### src/include/mii_status_defs.vh
// constants for the quad mii receive status and management block
`ifndef MII_STATUS_DEFS_VH
`define MII_STATUS_DEFS_VH

`define MCLK_PERIOD_PS 8000
`define RXCLK_100_PS 40000
`define RXCLK_10_PS 400000
// receive clock periods in mclk cycles
`define RXCLK_100_DIV (`RXCLK_100_PS / `MCLK_PERIOD_PS)
`define RXCLK_10_DIV (`RXCLK_10_PS / `MCLK_PERIOD_PS)
// cycles after reset in which the pins load their register defaults
`define INIT_CYCLES 2'h3

`define REG_CTRL 5'h00
`define REG_STAT 5'h01
`define REG_ID1 5'h02
`define REG_ID2 5'h03
`define REG_ADV 5'h04
`define REG_LPA 5'h05
`define REG_EXP 5'h06
`define REG_FIRST_HI 5'h10
`define REG_LAST_HI 5'h14
`define REG_INT_STAT 5'h12

`define CTRL_SPEED 13
`define CTRL_ISOLATE 10
`define CTRL_DUPLEX 8
`define CTRL_RESET 16'h3000
`define STAT_LINK 2
`define STAT_BASE 16'h7809
`define INT_STAT_BIT 2

`define OP_WRITE 2'h1
`define OP_READ 2'h2
`define PREAMBLE_MIN 6'h20
`define FRAME_BITS 6'h20

`endif

### src/design/mdio_slave.v
// serial management frame engine: clause 22 frames sampled on mdc rises
`timescale 1ns/1ps
`include "mii_status_defs.vh"
module mdio_slave #(
  parameter PHY_ADDR_HI = 3'h0
) (
  // clock and reset
  input wire mclk,
  input wire resetn,
  input wire ce,
  // synchronised management pins
  input wire mdc_rise,
  input wire mdc_fall,
  input wire mdio_in,
  output reg mdio_out,
  output reg mdio_oe,
  // register access
  output reg [1:0] acc_port,
  output reg [4:0] acc_reg,
  output reg [15:0] wr_data,
  output reg wr_stb,
  output reg rd_stb,
  input wire [15:0] rd_data
);
  localparam S_IDLE = 3'b001;
  localparam S_HDR = 3'b010;
  localparam S_DATA = 3'b100;
  reg [2:0] state;
  reg [5:0] ones;
  reg [5:0] cnt;
  reg [15:0] shreg;
  reg [1:0] op;
  reg ours;
  reg [15:0] rd_shift;
  always @(posedge mclk or negedge resetn) begin
    if (!resetn) begin
      state <= S_IDLE;
      ones <= 6'h00;
      cnt <= 6'h00;
      shreg <= 16'h0000;
      op <= 2'h0;
      ours <= 1'b0;
      acc_port <= 2'h0;
      acc_reg <= 5'h00;
      wr_data <= 16'h0000;
      wr_stb <= 1'b0;
      rd_stb <= 1'b0;
      rd_shift <= 16'h0000;
      mdio_out <= 1'b0;
      mdio_oe <= 1'b0;
    end else if (ce) begin
      wr_stb <= 1'b0;
      rd_stb <= 1'b0;
      if (mdc_rise) begin
        shreg <= {shreg[14:0], mdio_in};
        case (state)
          S_IDLE: begin
            if (mdio_in) begin
              if (ones != 6'h3f) ones <= ones + 6'h01;
            end else begin
              if (ones >= `PREAMBLE_MIN) begin
                state <= S_HDR;
                cnt <= 6'h01;
              end
              ones <= 6'h00;
            end
          end
          S_HDR: begin
            cnt <= cnt + 6'h01;
            if (cnt == 6'h01 && !mdio_in) state <= S_IDLE;
            if (cnt == 6'h03) op <= {shreg[0], mdio_in};
            if (cnt == 6'h0d) begin
              ours <= (shreg[8:6] == PHY_ADDR_HI) && (op == `OP_READ || op == `OP_WRITE);
              acc_reg <= {shreg[3:0], mdio_in};
              acc_port <= shreg[5:4];
            end
            if (cnt == 6'h0f) begin
              state <= S_DATA;
              cnt <= 6'h00;
            end
          end
          S_DATA: begin
            cnt <= cnt + 6'h01;
            if (cnt == 6'h0f) begin
              if (ours && op == `OP_WRITE) begin
                wr_data <= {shreg[14:0], mdio_in};
                wr_stb <= 1'b1;
              end
              state <= S_IDLE;
            end
          end
          default: state <= S_IDLE;
        endcase
      end
      if (mdc_fall) begin
        // drive only from the second turnaround bit; the first belongs to the released line
        if (state == S_HDR && cnt == 6'h0f && ours && op == `OP_READ) begin
          mdio_oe <= 1'b1;
          mdio_out <= 1'b0;
          // strobe and capture share an edge, so a clear on read still returns the old bit
          rd_shift <= rd_data;
          rd_stb <= 1'b1;
        end else if (state == S_DATA && ours && op == `OP_READ) begin
          mdio_oe <= 1'b1;
          mdio_out <= rd_shift[15];
          rd_shift <= {rd_shift[14:0], 1'b0};
        end else begin
          mdio_oe <= 1'b0;
        end
      end
    end
  end
endmodule

### src/design/quad_mii_status.v
// four-port mii receive status outputs with shared serial management
//
// Overview of operation
// - rx valid high, on the receive clock, only for valid code groups
// - rx error high on invalid code group or unlocked pll
// - receive clock is 25 MHz at 100 Mbps, 2.5 MHz at 10 Mbps
// - collision output high for as long as collision lasts
// - collision output not clock aligned, held low in full duplex
// - half duplex: carrier sense on transmit or receive activity
// - full duplex: carrier sense on receive activity only
// - one bidirectional serial data line serves management of all ports
// - open-drain interrupt pulled low on a status change
// - interrupt released after reading register 1 then register 18
// - lockout high: management read only, pins drive their bits
// - lockout low: pins set defaults at reset, then writes control
// - isolate pin drives isolate bit; set bit isolates port data
// - lockout high: isolate pin continuously controls isolate bit
// - lockout low: isolate pin loads isolate default, writes then control
// - registers 0 to 3 and 18 exist, sixteen bits each; all other addresses read zero
// - receive data is a four-bit nibble on the receive clock
`timescale 1ns/1ps
`include "mii_status_defs.vh"
module quad_mii_status #(
  parameter PORTS = 4,
  parameter PHY_ADDR_HI = 3'h0,
  parameter [15:0] ID_HI = 16'h1234, // arbitrary identification value
  parameter [15:0] ID_LO = 16'h5670  // arbitrary identification value
) (
  // clock and reset
  input wire mclk,
  input wire resetn,
  input wire ce,
  // receive path from the decoder, per port
  input wire [4*PORTS-1:0] rx_nibble,
  input wire [PORTS-1:0] rx_word_valid,
  output wire [PORTS-1:0] rx_word_ready,
  input wire [PORTS-1:0] rx_code_bad,
  input wire [PORTS-1:0] pll_locked,
  input wire [PORTS-1:0] rx_active,
  input wire [PORTS-1:0] tx_active,
  input wire [PORTS-1:0] link_up,
  // mac facing
  output wire [4*PORTS-1:0] rxd,
  output wire [PORTS-1:0] rx_dv,
  output wire [PORTS-1:0] rx_er,
  output wire [PORTS-1:0] rx_clk,
  output wire [PORTS-1:0] col,
  output wire [PORTS-1:0] crs,
  output wire [PORTS-1:0] rx_oe,
  // management pins
  input wire mdc,
  input wire mdio_in,
  output wire mdio_out,
  output wire mdio_oe,
  output wire mgmt_status_irq_n,
  output wire mgmt_status_irq_oe,
  input wire mgmt_write_lockout,
  input wire [PORTS-1:0] port_isolate_pin,
  input wire [PORTS-1:0] speed_pin,
  input wire [PORTS-1:0] duplex_pin
);
  // pin synchronisers
  reg [1:0] mdc_s;
  reg [1:0] mdio_s;
  reg [1:0] lock_s;
  reg mdc_d;
  reg [PORTS-1:0] iso_s1, iso_s2, spd_s1, spd_s2, dup_s1, dup_s2;
  reg [1:0] init_cnt;
  // pin defaults wait until the synchronisers hold real pin levels, not their reset zeros
  wire init_done = (init_cnt == `INIT_CYCLES);
  always @(posedge mclk or negedge resetn) begin
    if (!resetn) begin
      mdc_s <= 2'h0;
      mdio_s <= 2'h0;
      lock_s <= 2'h0;
      mdc_d <= 1'b0;
      iso_s1 <= {PORTS{1'b0}};
      iso_s2 <= {PORTS{1'b0}};
      spd_s1 <= {PORTS{1'b0}};
      spd_s2 <= {PORTS{1'b0}};
      dup_s1 <= {PORTS{1'b0}};
      dup_s2 <= {PORTS{1'b0}};
      init_cnt <= 2'h0;
    end else if (ce) begin
      mdc_s <= {mdc_s[0], mdc};
      mdio_s <= {mdio_s[0], mdio_in};
      lock_s <= {lock_s[0], mgmt_write_lockout};
      mdc_d <= mdc_s[1];
      iso_s1 <= port_isolate_pin;
      iso_s2 <= iso_s1;
      spd_s1 <= speed_pin;
      spd_s2 <= spd_s1;
      dup_s1 <= duplex_pin;
      dup_s2 <= dup_s1;
      if (!init_done) init_cnt <= init_cnt + 2'h1;
    end
  end
  wire mdc_rise = mdc_s[1] & ~mdc_d;
  wire mdc_fall = ~mdc_s[1] & mdc_d;
  wire lockout = lock_s[1];

  wire [1:0] acc_port;
  wire [4:0] acc_reg;
  wire [15:0] wr_data;
  wire wr_stb;
  wire rd_stb;
  reg [15:0] rd_data;

  mdio_slave #(.PHY_ADDR_HI(PHY_ADDR_HI)) u_mdio (
    .mclk(mclk),
    .resetn(resetn),
    .ce(ce),
    .mdc_rise(mdc_rise),
    .mdc_fall(mdc_fall),
    .mdio_in(mdio_s[1]),
    .mdio_out(mdio_out),
    .mdio_oe(mdio_oe),
    .acc_port(acc_port),
    .acc_reg(acc_reg),
    .wr_data(wr_data),
    .wr_stb(wr_stb),
    .rd_stb(rd_stb),
    .rd_data(rd_data)
  );

  // per-port register state and receive status
  wire [16*PORTS-1:0] ctrl_bus;
  localparam integer DIV_FAST = `RXCLK_100_DIV;
  localparam integer DIV_SLOW = `RXCLK_10_DIV;
  wire [PORTS-1:0] int_stat;
  // stage irq clear: a read of register 1 arms, a read of register 18 clears
  reg [PORTS-1:0] clr_armed;

  genvar p;
  generate
    for (p = 0; p < PORTS; p = p + 1) begin : g_port
      reg [15:0] ctrl;
      reg link_d;
      reg istat;
      reg [15:0] div_cnt;
      reg rclk;
      reg [3:0] buf_d0, buf_d1;
      reg buf_v0, buf_v1;
      reg [3:0] out_d;
      reg dv, er;
      wire hit = (acc_port == p);
      wire speed100 = ctrl[`CTRL_SPEED];
      wire full_dup = ctrl[`CTRL_DUPLEX];
      wire [15:0] period = speed100 ? DIV_FAST[15:0] : DIV_SLOW[15:0];
      wire rclk_rise = (div_cnt >= period - 16'h0001);
      wire pop = rclk_rise & buf_v0;
      always @(posedge mclk or negedge resetn) begin
        if (!resetn) begin
          ctrl <= `CTRL_RESET;
          link_d <= 1'b0;
          istat <= 1'b0;
        end else if (ce) begin
          link_d <= link_up[p];
          if (!init_done) begin
            // defaults loaded from pins after reset release
            ctrl[`CTRL_ISOLATE] <= iso_s2[p];
            ctrl[`CTRL_SPEED] <= spd_s2[p];
            ctrl[`CTRL_DUPLEX] <= dup_s2[p];
          end else if (lockout) begin
            ctrl[`CTRL_ISOLATE] <= iso_s2[p];
            ctrl[`CTRL_SPEED] <= spd_s2[p];
            ctrl[`CTRL_DUPLEX] <= dup_s2[p];
          end else if (wr_stb && hit && acc_reg == `REG_CTRL) begin
            ctrl <= wr_data;
          end
          // set wins over the clear
          if (link_up[p] != link_d) istat <= 1'b1;
          else if (rd_stb && hit && acc_reg == `REG_INT_STAT && clr_armed[p]) istat <= 1'b0;
        end
      end
      // receive clock divider
      always @(posedge mclk or negedge resetn) begin
        if (!resetn) begin
          div_cnt <= 16'h0000;
          rclk <= 1'b0;
        end else if (ce) begin
          if (rclk_rise) begin
            div_cnt <= 16'h0000;
            rclk <= 1'b1;
          end else begin
            div_cnt <= div_cnt + 16'h0001;
            // an odd period gives the extra cycle to the low phase
            if (div_cnt == (period >> 1) - 16'h0001) rclk <= 1'b0;
          end
        end
      end
      // two-entry buffer between decoder and receive clock
      assign rx_word_ready[p] = ~buf_v1;
      always @(posedge mclk or negedge resetn) begin
        if (!resetn) begin
          buf_d0 <= 4'h0;
          buf_d1 <= 4'h0;
          buf_v0 <= 1'b0;
          buf_v1 <= 1'b0;
          out_d <= 4'h0;
          dv <= 1'b0;
          er <= 1'b0;
        end else if (ce) begin
          if (pop) begin
            buf_d0 <= buf_d1;
            buf_v0 <= buf_v1 | (rx_word_valid[p] & buf_v0);
            buf_v1 <= 1'b0;
            if (rx_word_valid[p] & ~buf_v1) begin
              if (buf_v1) buf_d0 <= buf_d1;
              else buf_d0 <= rx_nibble[4*p +: 4];
              buf_v0 <= 1'b1;
            end
          end else if (rx_word_valid[p] & ~buf_v1) begin
            if (buf_v0) begin
              buf_d1 <= rx_nibble[4*p +: 4];
              buf_v1 <= 1'b1;
            end else begin
              buf_d0 <= rx_nibble[4*p +: 4];
              buf_v0 <= 1'b1;
            end
          end
          if (rclk_rise) begin
            out_d <= buf_d0;
            dv <= pop & ~rx_code_bad[p];
            er <= (pop & rx_code_bad[p]) | ~pll_locked[p];
          end
        end
      end
      assign rxd[4*p +: 4] = out_d;
      assign rx_dv[p] = dv;
      assign rx_er[p] = er;
      assign rx_clk[p] = rclk;
      // combinational, not tied to any mii clock
      assign col[p] = ~full_dup & tx_active[p] & rx_active[p];
      assign crs[p] = full_dup ? rx_active[p] : (rx_active[p] | tx_active[p]);
      assign rx_oe[p] = ~ctrl[`CTRL_ISOLATE];
      assign ctrl_bus[16*p +: 16] = ctrl;
      assign int_stat[p] = istat;
    end
  endgenerate

  always @(posedge mclk or negedge resetn) begin
    if (!resetn) begin
      clr_armed <= {PORTS{1'b0}};
    end else if (ce && rd_stb) begin
      if (acc_reg == `REG_STAT) clr_armed[acc_port] <= 1'b1;
      else if (acc_reg == `REG_INT_STAT) clr_armed[acc_port] <= 1'b0;
      else clr_armed[acc_port] <= 1'b0;
    end
  end

  // read mux; lockout leaves reads intact and blocks writes above
  always @* begin
    case (acc_reg)
      `REG_CTRL: rd_data = ctrl_bus[16*acc_port +: 16];
      `REG_STAT: rd_data = `STAT_BASE | ({15'h0000, link_up[acc_port]} << `STAT_LINK);
      `REG_ID1: rd_data = ID_HI;
      `REG_ID2: rd_data = ID_LO;
      `REG_INT_STAT: rd_data = {15'h0000, int_stat[acc_port]} << `INT_STAT_BIT;
      default: rd_data = 16'h0000;
    endcase
  end

  // open drain: only ever drive low
  assign mgmt_status_irq_n = 1'b0;
  assign mgmt_status_irq_oe = |int_stat;
endmodule

### config.mk
export PLATFORM = sky130hd
export DESIGN_NAME = quad_mii_status
export DESIGN_NICKNAME = d
export VERILOG_FILES = /design/src/design/mdio_slave.v /design/src/design/quad_mii_status.v
export VERILOG_INCLUDE_DIRS = /design/src /design/src/include
export SDC_FILE = /design/constraint.sdc
export NUM_CORES = 1
export LEC_CHECK = 0
export BUFFER_PORTS_ARGS = -buffer_cell sky130_fd_sc_hd__buf_2
export CORE_ASPECT_RATIO = 1.2
export CORE_MARGIN = 3
export CORE_UTILIZATION = 44
export DETAILED_ROUTE_END_ITERATION = 12
export PLACE_DENSITY = 0.62
export SLEW_MARGIN = 20
export SYNTH_ARGS = -nofsm -noshare
export SYNTH_HDL_FRONTEND = slang
export SYNTH_SLANG_ARGS = --single-unit
### constraint.sdc
create_clock -name mclk -period 5.1 [get_ports mclk]
set_input_delay 1.02 -clock mclk [delete_from_list [all_inputs] [get_ports mclk]]
set_output_delay 1.02 -clock mclk [all_outputs]
set_load 0.03 [all_outputs]
==> impl_metrics.csv, run 1 <==
group,metric,value,unit
status,status,"completed",
yosys,synth_area_leaders,"dfrtp_1 (51%), mux2_2 (10%), nand2_1 (3.5%)",
setup_path,path_cells,"inv_1 > ha_1 > or3b_1 > a211o_1 > a21oi_1 > nor2_1 > a222oi_1",
layout,area_growth,13.8,%
yosys,synth_commonest_cells,"dfrtp_1 (308), mux2_2 (142), nand2_1 (141)",
drt,remaining_drc_errors,0,
setup_path,cp-end-kind,"register",
die,core_area,34100,sq um
power_and_ir_drop,p_leak,8.10,nW
sta,hold_viol,0,
yosys,synth_edf_count,0,
drt,ant_nets,0,
clock_tree,post-cts-setup-buffers,0,
yosys,yosys.area.top_type,"dfrtp_1",
placed_design,port_buffers,104,
clock_tree,cts_htree_levels,2,
grt,antenna_found_initial,0,
yosys,synthAdderAreaFrac,0.0222,
sta,slew_headroom,0.322,
layout,top_regs,"g_port.ctrl x64, g_port.div_cnt x64",
placed_design,gp_congestion,0.803,
yosys,syn_area,15200,sq um
yosys,synthSimpleGateAreaFrac,0.140,
die,die_area,36900,sq um
sta,tns,0,ps
power_and_ir_drop,ir_drop,0.000236,V
clock_tree,cts_num_sinks,317,
yosys,yosys_warnings,0,
clock_tree,clk_pin_slew,60,ps
yosys,synth_seq_cells,317,
yosys,syn-num-nets,1478,
grt,gr-total-overflow,0,
setup_path,critPathKind,"reg -> reg",
drt,first_pass_iters,5,
clock_tree,postCtsResizedCells,0,
yosys,syn_avg_cell_area,10.9,sq um
power_and_ir_drop,power_density,461,nW/um^2
yosys,synth_most_common_cell,"dfrtp_1",
yosys,seq_area_frac_synth,0.521,
setup_path,crit_fanout,15,
layout,n_antenna_cell,0,
placed_design,dp_hpwl,23000,microns
sta,drv_slew,0,
layout,nNetsFinal,1555,
sta,whs,472,ps
layout,drive_above_1_share,0.242,
setup_path,worst_path_max_delay_cell,"dfstp_2",
drt,wl_per_cell,17.3,microns
die,die_x,176,microns
clock_tree,clock_latency,520,ps
setup_path,start_kind,"register",
sta,rsz0062_at_grt,"no",
layout,fin_util,0.509,
yosys,synthXorXnorAreaFrac,0.0218,
clock_tree,cts_buffers,35,
yosys,synth_cell_types,76,
die,row_count,74,
sta,fin_crit,3200,ps
yosys,yosys.area.top_type_share,0.506,
drt,drt_wl_total,33700,microns
worst_hold_path,min_path_type,"reg -> reg",
yosys,synth_flop_cell,"dfrtp_1",
clock_tree,cts_hold_buf,0,
grt,grt_pass1_wl,56800,microns
sta,fmax,312,MHz
sta,fin_skew,23.9,ps
clock_tree,cts_tree,"yes",
yosys,async_flop_share,1.00,
drt,drt_iter0_markers,694,
sta,setup_viol,0,
clock_tree,cts_root_buffer,"clkbuf_16",
run,maxCapViolCount,0,
drt,vias,10900,
layout,fill_cells,3058,
setup_path,cp.arrival,3600,ps
grt,grt_pass1_vias,11000,
die,die_y,210,microns
setup_path,critPathMaxStageDelay,600,ps
sta,worst_pin_slew,1010,ps
grt,grt_usage,0.186,
yosys,syn_inst,1393,
yosys,synth_mux_area_frac,0.135,
setup_path,worstPathRequired,5500,ps
die,pin_count,106,
drt,vias_per_cell,5.59,
grt,grt_max_degree,114,
yosys,synth-compound-area-share,0.119,
clock_tree,ctsLongestPathBuffers,3,
sta,fin_crit_sh,0.628,
yosys,synth_top_family_by_area,"simple AND/OR/NAND/NOR gates",
die,start_util,0.447,
final cells by class:
cell class	instances	area [sq um]	share of cell area
Timing Repair Buffer	121	673	0.0388
Sequential cell	317	7940	0.458
Clock buffer	49	1030	0.0594
Multi-Input combinational cell	935	6690	0.385
Tap cell	456	571	0.0329
Inverter	60	225	0.0130
Clock inverter	12	216	0.0125
power breakdown:
part / switching, mW / internal (mW) / total, mW
registers: 0.389 / 2.97 / 3.36
clock network: 1.01 / 1.71 / 2.73
logic: 1.13 / 0.772 / 1.91
kinds of logic (layout without fill, tap and decap cells):
| group | count (synthesis) | count (layout) |
|---|---|---|
| DFF | 317 | 317 |
| muxes | 165 | 165 |
| AOI/OAI and AO/OA | 275 | 275 |
| buffers and inverters | 141 | 242 |
| other | 1 | 1 |
| xor gates and xnor gates | 38 | 38 |
| and+or+nand+nor | 429 | 429 |
| adders and majority gates | 27 | 27 |
worst max-delay path, delay by kind of cell (launching register included):
kind,cells,cell delay (ps)
simple gates,2,810
fa+ha+maj,1,310
buf+inv,1,80
compound gates,3,1290
flops,1,600
per-layer routing:
metal  global-route usage  part of all wire
met1                0.247              0.44
met2                0.315              0.50
met3               0.0286             0.036
met4               0.0571             0.023
met5                    0                 0
final timing paths:
path / from / to / slack, ps / cells after the start
max in group asynchronous: resetn / g_port[2].ctrl[14] / 3390 / 2
hold / removal: g_port[0].out_d[0] / g_port[0].out_d[0] / 470 / 2
min in group asynchronous: resetn / g_port[1].buf_d0[1] / 540 / 1
hold reg to reg: g_port[0].out_d[0] / g_port[0].out_d[0] / 470 / 2
setup reg to reg: g_port[2].ctrl[13] / g_port[2].buf_d0[2] / 1900 / 7
setup / recovery: g_port[2].ctrl[13] / g_port[2].buf_d0[2] / 1900 / 7
cells in the final DEF, fill, tap and decap left out, types with 11 or more instances in the layout:
cell type and n:
o2bb2ai_1 11, nand3_1 38, nor3_1 24, xor2_1 27, clkbuf_16 37, mux4_2 18
o31ai_1 15, nor2_1 91, a31oi_1 25, or3_1 13, a21oi_1 38, nand2_1 141
nor4_1 19, a22o_1 20, mux2_2 142, and3_1 28, ha_1 27, nand4_1 16
xnor2_1 11, o21ai_0 85, buf_4 17, inv_1 59, dfrtp_1 308, nor2b_1 12
a21o_1 13, buf_2 102
stage by stage:
stage          power, mW  setup WS, ps  area, sq um  std cells
2_1_floorplan       4.78          2390        15200       1393
3_3_place_gp        5.26          1660        16100       1889
3_5_place_dp        5.31          1600        16100       1889
4_1_cts             8.07          1920        17300       1950
5_1_grt             8.45          1720        17300       1950
6_report            7.99          1900        17300       1950
Power figures use the tool's default switching activity.
==> run 2: changes to the inputs <==
Settings changed: PLACE_DENSITY 0.62 to 0.65.
Clock period 5.1 ns to 2.6 ns, I/O delays scaled along.
==> impl_metrics.csv, run 2 (same netlist as run 1, synthesis figures left out) <==
group,metric,value,unit
sta,fin_crit,2530,ps
layout,layout_commonest_cell,"dfrtp_1",
grt,antenna_found_initial,0,
status,status,"completed",
clock_tree,cts_root_buffer,"clkbuf_16",
sta,worst_pin_slew,719,ps
layout,drive_above_1_share,0.277,
clock_tree,clk_pin_slew,70,ps
sta,drv_slew,0,
drt,drt_wl_total,34100,microns
setup_path,start_kind,"register",
drt,first_pass_iters,5,
clock_tree,ctsLongestPathBuffers,3,
die,die_x,176,microns
grt,grt_pass1_vias,11200,
grt,grt_max_degree,91,
sta,rsz0062_at_grt,"yes",
setup_path,worstPathRequired,3020,ps
layout,nNetsFinal,1611,
layout,fill_cells,3039,
layout,top_regs,"g_port.ctrl x64, g_port.div_cnt x64",
layout,fin_area,17900,sq um
die,die_y,210,microns
power_and_ir_drop,p_leak,8.41,nW
placed_design,placed_cell_area,16500,sq um
setup_path,crit_fanout,5,
sta,hold_viol,0,
placed_design,dp_hpwl,23800,microns
setup_path,r2r_cells,9,
sta,setup_viol,0,
power_and_ir_drop,power_density,878,nW/um^2
layout,fin_cells,2007,
grt,grt_usage,0.186,
grt,grt_pass1_wl,57100,microns
placed_design,gp_congestion,0.826,
placed_design,port_buffers,104,
drt,vias_per_cell,5.52,
clock_tree,cts_htree_levels,2,
drt,remaining_drc_errors,0,
die,die_area,36900,sq um
layout,mostFrequentLayoutCells,"dfrtp_1 (308), nand2_1 (139), mux2_2 (133)",
die,start_util,0.447,
die,core_area,34100,sq um
sta,whs,186,ps
run,maxCapViolCount,0,
sta,slew_headroom,0.516,
power_and_ir_drop,ir_drop,0.000589,V
layout,n_antenna_cell,0,
setup_path,critPathKind,"reg -> reg",
setup_path,cp-end-kind,"register",
sta,fin_crit_sh,0.972,
layout,regArea,7940,sq um
grt,gr-total-overflow,0,
die,pin_count,106,
clock_tree,cts_num_sinks,317,
setup_path,reg2reg_slack,70,ps
drt,ant_nets,0,
drt,wl_per_cell,17.0,microns
placed_design,place_inst,1934,
sta,fmax,396,MHz
layout,area_growth,17.4,%
setup_path,cp.arrival,2950,ps
drt,vias,11100,
clock_tree,clock_latency,520,ps
worst_hold_path,min_path_type,"in -> reg",
clock_tree,cts_buffers,35,
sta,fin_skew,21.2,ps
layout,multiInputGateArea,6830,sq um
worst_hold_path,worstHoldPathCells,2,
die,row_count,74,
clock_tree,cts_tree,"yes",
drt,drt_iter0_markers,719,
-- run 2: repair_timing --
| item | in CTS | in global routing |
|---|---|---|
| pin swaps | 13 | 12 |
| hold buffers | 1 | 0 |
| setup buffers | 8 | 2 |
| endpoints found under the hold margin | 31 | 0 |
| resized for setup | 14 | 16 |
| endpoints found under the setup margin | 18 | 74 |
-- run 2: layout make-up --
class / instances / area share
Tap cell: 456 / 0.0319
Clock buffer: 52 / 0.0576
Inverter: 60 / 0.0126
Clock inverter: 10 / 0.00734
Sequential cell: 317 / 0.444
Timing Repair Buffer: 177 / 0.0654
Multi-Input combinational cell: 935 / 0.381
-- run 2: worst max-delay path, cell delays in order, from the launching register on --
cell and delay [ps]:
dfstp_2 530, inv_2 50, ha_4 200, or3b_1 340, a211o_1 260, a311o_2 360
buf_6 150, buf_4 150, mux2i_1 130, a221oi_2 260
-- run 2: final timing paths --
check / start / endpoint
min reg2reg: g_port[0].out_d[1] / g_port[0].out_d[1]
max in group asynchronous: resetn / g_port[3].ctrl[12]
min: pll_locked[2] / g_port[2].er
max: g_port[3].ctrl[13] / g_port[3].buf_d0[3]
min in group asynchronous: resetn / g_port[0].buf_d1[0]
max reg2reg: g_port[3].ctrl[13] / g_port[3].buf_d0[3]
-- run 2: routing by layer --
metal	vias to the layer above	track usage	routed length, microns
li1	5285	-	-
met1	5509	0.259	15500
met2	241	0.306	16500
met3	47	0.0266	1430
met4	0	0.0530	677
met5	-	0	0
-- run 2: metrics by stage --
stage / total power [mW] / TNS, ps / util / setup slack [ps]
6_report: 15.7 / 0 / 0.525 / 73.1
5_1_grt: 16.7 / -123 / 0.525 / -26.7
4_1_cts: 15.8 / -197 / 0.523 / -51.4
3_5_place_dp: 10.7 / -394 / 0.485 / -60.6
3_3_place_gp: 10.5 / -0.329 / 0.485 / -0.329
2_1_floorplan: 9.42 / 0 / - / 13.0
-- run 2: power breakdown --
part | switching [mW] | total (mW) | leakage (nW) | internal [mW]
Combinational | 2.40 | 4.26 | 3.83 | 1.86
Sequential | 0.720 | 6.54 | 4.02 | 5.82
Clock | 1.96 | 4.92 | 0.563 | 2.96
